==> src/snh_pkg.sv <==
package snh_pkg;
  localparam int unsigned PAGES_PER_BLOCK   = 32;
  localparam int unsigned MAIN_BYTES        = 512;
  localparam int unsigned HALF_PAGE_BYTES   = 256;
  localparam int unsigned SPARE_BYTES       = 16;
  localparam int unsigned MAIN_WORDS        = 256;
  localparam int unsigned SPARE_WORDS       = 8;
  localparam int unsigned MIN_GOOD_BLOCKS   = 4016;
  localparam int unsigned MAX_BLOCKS        = 4096;
  localparam int unsigned ADDR_CYCLES       = 4;
  localparam int unsigned CLK_MHZ           = 250;
  localparam int unsigned RECOVERY_US       = 10;
  localparam int unsigned RECOVERY_CYCLES   = RECOVERY_US * CLK_MHZ;
  localparam int unsigned STROBE_CYCLES     = 4;
  localparam logic [1:0]  OP_CMD            = 2'h0;
  localparam logic [1:0]  OP_ADDR           = 2'h1;
  localparam logic [1:0]  OP_WRITE          = 2'h2;
  localparam logic [1:0]  OP_READ           = 2'h3;

  typedef enum logic [2:0] {
    SNH_RECOVER,
    SNH_IDLE,
    SNH_SETUP,
    SNH_STROBE,
    SNH_HOLD
  } snh_state_e;

  typedef struct packed {
    logic [1:0]  op;
    logic        last;
    logic [15:0] data;
  } snh_req_s;

  typedef struct packed {
    logic        sel_n;
    logic        cmd_latch;
    logic        addr_latch;
    logic        wr_n;
    logic        rd_n;
    logic        wp_n;
    logic        io_oe;
    logic [15:0] io_out;
  } snh_pins_s;
endpackage : snh_pkg

==> src/snh_fifo.sv <==
`timescale 1ns/100ps
`default_nettype none
module snh_fifo #(
  parameter int unsigned WIDTH = 19,
  parameter int unsigned DEPTH = 16
) (
  input  wire logic             clk_sys_in,
  input  wire logic             rst_b_in,
  input  wire logic [WIDTH-1:0] in_data_in,
  input  wire logic             in_valid_in,
  output logic                  in_ready_out,
  output logic      [WIDTH-1:0] out_data_out,
  output logic                  out_valid_out,
  input  wire logic             out_ready_in
);
  localparam int unsigned AW = $clog2(DEPTH);
  initial begin
    if (DEPTH < 2 || (1 << AW) != DEPTH) $error("depth must be a power of two");
  end
  logic [WIDTH-1:0] mem [DEPTH];
  logic [AW:0]      wr_ptr;
  logic [AW:0]      rd_ptr;
  logic             full;
  logic             empty;
  // one extra pointer bit tells full from empty
  assign full          = (wr_ptr[AW] != rd_ptr[AW]) && (wr_ptr[AW-1:0] == rd_ptr[AW-1:0]);
  assign empty         = (wr_ptr == rd_ptr);
  assign in_ready_out  = !full;
  assign out_valid_out = !empty;
  assign out_data_out  = mem[rd_ptr[AW-1:0]];
  always_ff @(posedge clk_sys_in) begin
    if (!rst_b_in) begin
      wr_ptr <= '0;
      rd_ptr <= '0;
    end else begin
      if (in_valid_in && !full) begin
        mem[wr_ptr[AW-1:0]] <= in_data_in;
        wr_ptr              <= wr_ptr + 1'b1;
      end
      if (out_ready_in && !empty) rd_ptr <= rd_ptr + 1'b1;
    end
  end
endmodule : snh_fifo
`default_nettype wire

==> src/snh_host.sv <==
// Behaviour
// - at least 4016 of 4096 blocks usable; host manages bad ones (this block does not; bad blocks are left to the caller).
// - without select-insensitive option, host holds select low through read busy.
// - no command for 10 us after power transition; keep write high.
// - host drives write-protect low during power-up and power-down.
// - ready/busy is open-drain; low means at least one device busy.
// - address is given in four consecutive address-latch cycles.
// - device drives read data only with select low, write high, latches low.
`timescale 1ns/100ps
`default_nettype none
module snh_host #(
  parameter int unsigned FIFO_DEPTH      = 16,
  parameter int unsigned RECOVERY_CYCLES = snh_pkg::RECOVERY_CYCLES,
  parameter bit          SEL_INSENSITIVE = 1'b0
) (
  input  wire logic        clk_sys_in,
  input  wire logic        rst_b_in,
  input  wire logic [1:0]  req_op_in,
  input  wire logic        req_last_in,
  input  wire logic [15:0] req_data_in,
  input  wire logic        req_valid_in,
  output logic             req_ready_out,
  input  wire logic        write_enable_in,
  output logic [15:0]      rd_data_out,
  output logic             rd_valid_out,
  output logic             busy_out,
  output logic             select_n_out,
  output logic             command_latch_strobe_out,
  output logic             address_latch_strobe_out,
  output logic             write_strobe_n_out,
  output logic             read_strobe_n_out,
  output logic             write_protect_n_out,
  output logic [7:0]       low_byte_lines_out,
  output logic [7:0]       high_byte_lines_out,
  output logic             lines_oe_out,
  input  wire logic [7:0]  low_byte_lines_in,
  input  wire logic [7:0]  high_byte_lines_in,
  input  wire logic        ready_busy_n_in
);
  localparam int unsigned CW = $clog2(RECOVERY_CYCLES + 1);
  initial begin
    if (RECOVERY_CYCLES < 1) $error("recovery count must be at least one");
    if (FIFO_DEPTH < 2) $error("fifo depth too small");
    if (RECOVERY_CYCLES < snh_pkg::STROBE_CYCLES) $error("counter too narrow for the strobe count");
    if (snh_pkg::ADDR_CYCLES > 8) $error("address cycle count does not fit its counter");
  end

  ////////////////////////////////////////////////////////////////////////////
  typedef struct packed {
    snh_pkg::snh_state_e state;
    logic [CW-1:0]       cnt;
    snh_pkg::snh_req_s   cur;
    snh_pkg::snh_pins_s  pins;
    logic [15:0]         rd_data;
    logic                rd_valid;
    logic [2:0]          addr_cnt;
  } snh_host_s;

  snh_host_s         st;
  snh_host_s         next_st;
  snh_pkg::snh_req_s fifo_out;
  logic              fifo_valid;
  logic              fifo_pop;

  // bad-block handling stays with the caller; this block moves cycles as queued
  // requests queue here so the caller may run ahead of the slow strobes
  snh_fifo #(.WIDTH($bits(snh_pkg::snh_req_s)), .DEPTH(FIFO_DEPTH)) u_fifo (
    .clk_sys_in   (clk_sys_in),
    .rst_b_in     (rst_b_in),
    .in_data_in   ({req_op_in, req_last_in, req_data_in}),
    .in_valid_in  (req_valid_in),
    .in_ready_out (req_ready_out),
    .out_data_out (fifo_out),
    .out_valid_out(fifo_valid),
    .out_ready_in (fifo_pop)
  );

  function automatic logic [CW-1:0] strobe_len();
    return CW'(snh_pkg::STROBE_CYCLES);
  endfunction : strobe_len

  function automatic logic is_read(input logic [1:0] op);
    return op == snh_pkg::OP_READ;
  endfunction : is_read

  ////////////////////////////////////////////////////////////////////////////
  always_comb begin
    next_st          = st;
    next_st.rd_valid = 1'b0;
    fifo_pop         = 1'b0;
    case (st.state)
      snh_pkg::SNH_RECOVER: begin
        // strobes idle, write high and protect low until supply settles
        next_st.pins.wr_n = 1'b1;
        next_st.pins.wp_n = 1'b0;
        if (st.cnt == '0) begin
          next_st.state = snh_pkg::SNH_IDLE;
        end else begin
          next_st.cnt = st.cnt - 1'b1;
        end
      end
      snh_pkg::SNH_IDLE: begin
        next_st.pins.wp_n = write_enable_in;
        // a shared low means some die is busy, so wait for all of them
        if (fifo_valid && ready_busy_n_in) begin
          fifo_pop                = 1'b1;
          next_st.cur             = fifo_out;
          next_st.pins.sel_n      = 1'b0;
          next_st.pins.cmd_latch  = (fifo_out.op == snh_pkg::OP_CMD);
          next_st.pins.addr_latch = (fifo_out.op == snh_pkg::OP_ADDR);
          // high byte carries data only; commands and addresses use low lines
          next_st.pins.io_out     = (fifo_out.op == snh_pkg::OP_WRITE) ?
                                    fifo_out.data : {8'h00, fifo_out.data[7:0]};
          // a read leaves the lines to the part; driving them then would fight it
          next_st.pins.io_oe      = !is_read(fifo_out.op);
          next_st.cnt             = strobe_len();
          next_st.state           = snh_pkg::SNH_SETUP;
        end
      end
      snh_pkg::SNH_SETUP: begin
        // latch levels and data settle here before the strobe edge
        if (st.cnt == '0) begin
          if (is_read(st.cur.op)) begin
            next_st.pins.rd_n = 1'b0;
          end else begin
            next_st.pins.wr_n = 1'b0;
          end
          next_st.cnt   = strobe_len();
          next_st.state = snh_pkg::SNH_STROBE;
        end else begin
          next_st.cnt = st.cnt - 1'b1;
        end
      end
      snh_pkg::SNH_STROBE: begin
        if (st.cnt == '0) begin
          // sampled at the end of the low time, when the part has long been driving
          if (is_read(st.cur.op)) begin
            next_st.rd_data  = {high_byte_lines_in, low_byte_lines_in};
            next_st.rd_valid = 1'b1;
            next_st.pins.rd_n = 1'b1;
          end else begin
            next_st.pins.wr_n = 1'b1;
          end
          // counts address cycles so select cannot rise inside an address run
          if (st.cur.op == snh_pkg::OP_ADDR) begin
            next_st.addr_cnt = (st.addr_cnt == 3'(snh_pkg::ADDR_CYCLES - 1)) ?
                               3'h0 : st.addr_cnt + 3'h1;
          end else begin
            next_st.addr_cnt = 3'h0;
          end
          next_st.cnt   = strobe_len();
          next_st.state = snh_pkg::SNH_HOLD;
        end else begin
          next_st.cnt = st.cnt - 1'b1;
        end
      end
      snh_pkg::SNH_HOLD: begin
        if (st.cnt == '0) begin
          next_st.pins.cmd_latch  = 1'b0;
          next_st.pins.addr_latch = 1'b0;
          next_st.pins.io_oe      = 1'b0;
          // select stays low through read busy unless the part ignores it
          if (st.cur.last && st.addr_cnt == 3'h0) begin
            if (SEL_INSENSITIVE) begin
              next_st.pins.sel_n = 1'b1;
            end else if (ready_busy_n_in) begin
              next_st.pins.sel_n = 1'b1;
            end
          end
          next_st.state = snh_pkg::SNH_IDLE;
        end else begin
          next_st.cnt = st.cnt - 1'b1;
        end
      end
      default: next_st.state = snh_pkg::SNH_IDLE;
    endcase
  end

  always_ff @(posedge clk_sys_in) begin
    if (!rst_b_in) begin
      st            <= '0;
      st.state      <= snh_pkg::SNH_RECOVER;
      st.cnt        <= CW'(RECOVERY_CYCLES);
      st.pins.sel_n <= 1'b1;
      st.pins.wr_n  <= 1'b1;
      st.pins.rd_n  <= 1'b1;
    end else begin
      st <= next_st;
    end
  end

  ////////////////////////////////////////////////////////////////////////////
  assign rd_data_out              = st.rd_data;
  assign rd_valid_out             = st.rd_valid;
  // the shared wire is already resolved, so busy passes straight through
  assign busy_out                 = !ready_busy_n_in;
  assign select_n_out             = st.pins.sel_n;
  assign command_latch_strobe_out = st.pins.cmd_latch;
  assign address_latch_strobe_out = st.pins.addr_latch;
  assign write_strobe_n_out       = st.pins.wr_n;
  assign read_strobe_n_out        = st.pins.rd_n;
  assign write_protect_n_out      = st.pins.wp_n;
  assign low_byte_lines_out       = st.pins.io_out[7:0];
  assign high_byte_lines_out      = st.pins.io_out[15:8];
  assign lines_oe_out             = st.pins.io_oe;
endmodule : snh_host
`default_nettype wire

==> config.mk <==
export PLATFORM = sky130hd
export DESIGN_NAME = snh_host
export DESIGN_NICKNAME = d
export VERILOG_FILES = /design/src/snh_pkg.sv /design/src/snh_fifo.sv /design/src/snh_host.sv
export SDC_FILE = /design/constraint.sdc
export NUM_CORES = 1
export LEC_CHECK = 0
export BUFFER_PORTS_ARGS = -buffer_cell sky130_fd_sc_hd__buf_4
export CAP_MARGIN = 10
export CORE_ASPECT_RATIO = 0.9
export CORE_UTILIZATION = 50
export DETAILED_ROUTE_END_ITERATION = 10
export HOLD_SLACK_MARGIN = 0.05
export PLACE_DENSITY = 0.65
export SLEW_MARGIN = 20
export SYNTH_ARGS = -nofsm -noshare
export SYNTH_HDL_FRONTEND = slang
export SYNTH_SLANG_ARGS = --single-unit
==> constraint.sdc <==
create_clock -name clk_sys_in -period 8.5 [get_ports clk_sys_in]
set_input_delay 1.7 -clock clk_sys_in [delete_from_list [all_inputs] [get_ports clk_sys_in]]
set_output_delay 1.7 -clock clk_sys_in [all_outputs]
set_load 0.03 [all_outputs]
==> out/results.ini <==
[clock_tree]
clock-sinks = 379
htreeDepth = 2
cts.clk_slew.worst_paths_ns = 0.06
cts_resized = 0
post_cts_buffers = 0
clk_latency_ns = 0.53
cts_tree = done
cts_buffers = 39
root_buffer = clkbuf_16
clock_path_buffers = 3
cts_hold_buffers = 0

[finish]
nets = 959
area_delta_synth_final_pct = 14.4
drive_gt1_share_pct = 29.8
antenna_cells = 0

[setup_path]
crit_cells = 4
crit_chain = xnor2_1 > nand4_1 > nand2b_1 > buf_4
r2r-end = high_byte_lines_out[1]
worstSetupStartpointType = register
arrival_ns = 2.27
critical_path.endpoint = req_ready_out
worst-path-buf-inv = 1
crit_required_ns = 6.80
rrSetupSlack_ns = 5.10
crit_fanout = 13
cpMaxStageDelayCell = dfxtp_1
critical-path-top-delay-family = flip-flops
end_kind = output pin
path_class = reg -> out
r2r_cells = 6
critPathLaunch = u_fifo.wr_ptr[3]
slowest_delay_ns = 0.69

[detailed_routing]
drc = 0
drt_iter0_drc = 694
post_drt_wl_per_cell_um = 22.9
routed_wl_um = 30600
viasPerCell = 5.91
ant_nets = 0
num_vias = 7894
drt_first_pass_iters = 5

[global_routing]
grt_max_degree = 57
grt_pass1_vias = 7564
grt_overflow_total = 0
grt_pass1_wl_um = 46000
track_usage_pct = 20.5
antenna_found_initial = 1

[sta]
setup_violations = 0
slew_headroom_pct = 30.1
worstMarginPinSlew_ns = 1.04
post-route-period-util_pct = 46.7
max_freq_mhz = 252
timing.setup.tns_ns = 0
min_period_ns = 3.97
finalHoldViolCount = 0
clock_skew_ns = 0.0165
slew_violations = 0
rsz0062_at_grt = false
hold_ws_ns = 0.444

[min_path]
hold_path_class = reg -> reg
hold_start = st[2]

[synth]
avgSynthCellArea_um2 = 17.8
synthTopCellsByArea = edfxtp_1 (61%), mux4_2 (13%), dfxtp_1 (10%), buf_4 (1.8%), a22o_1 (1.5%)
synth_nets = 886
synth_top_area_share_pct = 61.2
yosys.area.top_type = edfxtp_1
netlist_instances = 837
synth_commonest_cells = edfxtp_1 (304), mux4_2 (85), dfxtp_1 (75)
synth_ff_type = edfxtp_1
synth_most_common_cell = edfxtp_1
yosys_register_bits = 379
netlist_area_um2 = 14900
synth_warnings = 0
ys_types = 63
ys_seq_area_share_pct = 71.2
async_flop_share_pct = 0
synth-edff-count = 304

[placement]
place_congestion = 0.796
dp_hpwl_um = 17900
io_buffers = 81

[die]
placeableCoreArea_um2 = 29200
die_w_um = 184
initial_core_util_pct = 51.2
die_area_um2 = 30500
io_pins = 82
dieHeight_um = 166
num_rows = 59

[pwr]
swShare_pct = 20.2
power.share.sequential_pct = 54.2
p_int_mw = 2.98
p_clk_share_pct = 43.3
combinationalPowerShare_pct = 2.5
ir_drop_uv = 185
power_density_nw_per_um2 = 219
leakage_nw = 5.51
p_switching_mw = 0.756

[job]
maxCapViolCount = 0

[run_status]
status = finished clean

## cell families (layout without fill, tap and decap cells)
group	count (synthesis)	count (layout)	synth area share (%)
AO/OA/AOI/OAI	114	114	5.71
XOR/XNOR	12	12	0.704
adder cells (fa/ha/maj)	9	9	0.755
buffers and inverters	90	193	3.30
flip-flops	379	379	71.2
multiplexers	90	90	13.2
AND/OR/NAND/NOR	143	143	5.12
## worst min path at each step
stage / end / cells past startpoint / slack [ns]
3_3_place_gp: st[2] / 2 / 0.44
5_1_grt: st[2] / 2 / 0.47
4_1_cts: st[2] / 2 / 0.45
2_1_floorplan: st[2] / 2 / 0.42
6_report: st[2] / 2 / 0.44
3_5_place_dp: st[2] / 2 / 0.44
## power by group through the flow
stage	Sequential [mW]	Combinational, mW	Clock (mW)
2_1_floorplan	2.06	0.0437	0
3_3_place_gp	2.06	0.0945	0
5_1_grt	2.03	0.103	1.73
6_report	2.03	0.0950	1.62
3_5_place_dp	2.06	0.0952	0
4_1_cts	2.03	0.0957	1.65
## worst register-to-register path, delay by kind of cell (launching register included)
family	cells	cell delay (ns)
AO/OA/AOI/OAI	2	0.42
multiplexers	1	0.61
buffers and inverters	1	0.82
flip-flops	1	0.80
AND/OR/NAND/NOR	2	0.70
## metrics by stage
step	cell area, um2	instances	setup WS (ns)	util (%)	power (mW)
2_1_floorplan	14900	837	3.86	-	2.11
3_3_place_gp	15900	1265	4.75	54.4	2.16
3_5_place_dp	15900	1265	4.75	54.4	2.16
6_report	17100	1336	4.53	58.5	3.74
4_1_cts	17100	1336	4.55	58.5	3.77
5_1_grt	17100	1336	4.41	58.5	3.86
## per-layer routing
metal	wire length, um	GRT usage (%)
met1	13600	30.4
met5	13	0
met4	533	5.33
met3	2490	4.45
met2	14000	30.8
## area by class of cell
| cell class | count | area [um2] |
|---|---|---|
| clock buffer | 50 | 1040 |
| clock inverter | 21 | 179 |
| fill | 2221 | 12100 |
| inverter | 15 | 56.3 |
| multi-input combinational | 368 | 3860 |
| sequential | 379 | 10600 |
| tap | 396 | 495 |
| timing repair buffer | 107 | 803 |
## layout by cell type (no fill, tap or decap), drive strengths merged, types with 3 or more instances in the layout
master	Yosys	routed
a211o	4	4
a211oi	3	3
a21oi	15	15
a22o	25	25
a22oi	4	4
a31oi	4	4
and2	5	5
buf	51	107
clkbuf	24	50
clkinv	0	18
dfxtp	75	75
edfxtp	304	304
ha	9	9
inv	15	16
mux2i	4	4
mux4	85	85
nand2	32	32
nand2b	7	7
nand3	7	7
nand4	3	3
nor2	44	44
nor2b	4	4
nor3	13	13
nor3b	3	3
nor4	8	8
o211ai	4	4
o21ai	11	11
o22ai	15	15
o2bb2ai	10	10
o31ai	3	3
or2	3	3
or3	6	6
xnor2	7	7
xor2	5	5
## state kept, by name (all words and copies together) (netlist names), 5 cells and up, named ones only
signal,flops
st,29
u_fifo.mem,304
u_fifo.wr_ptr,5
high_byte_lines_out,8
rd_data_out,16
u_fifo.rd_ptr,5
(Power assumes the default switching activity.)
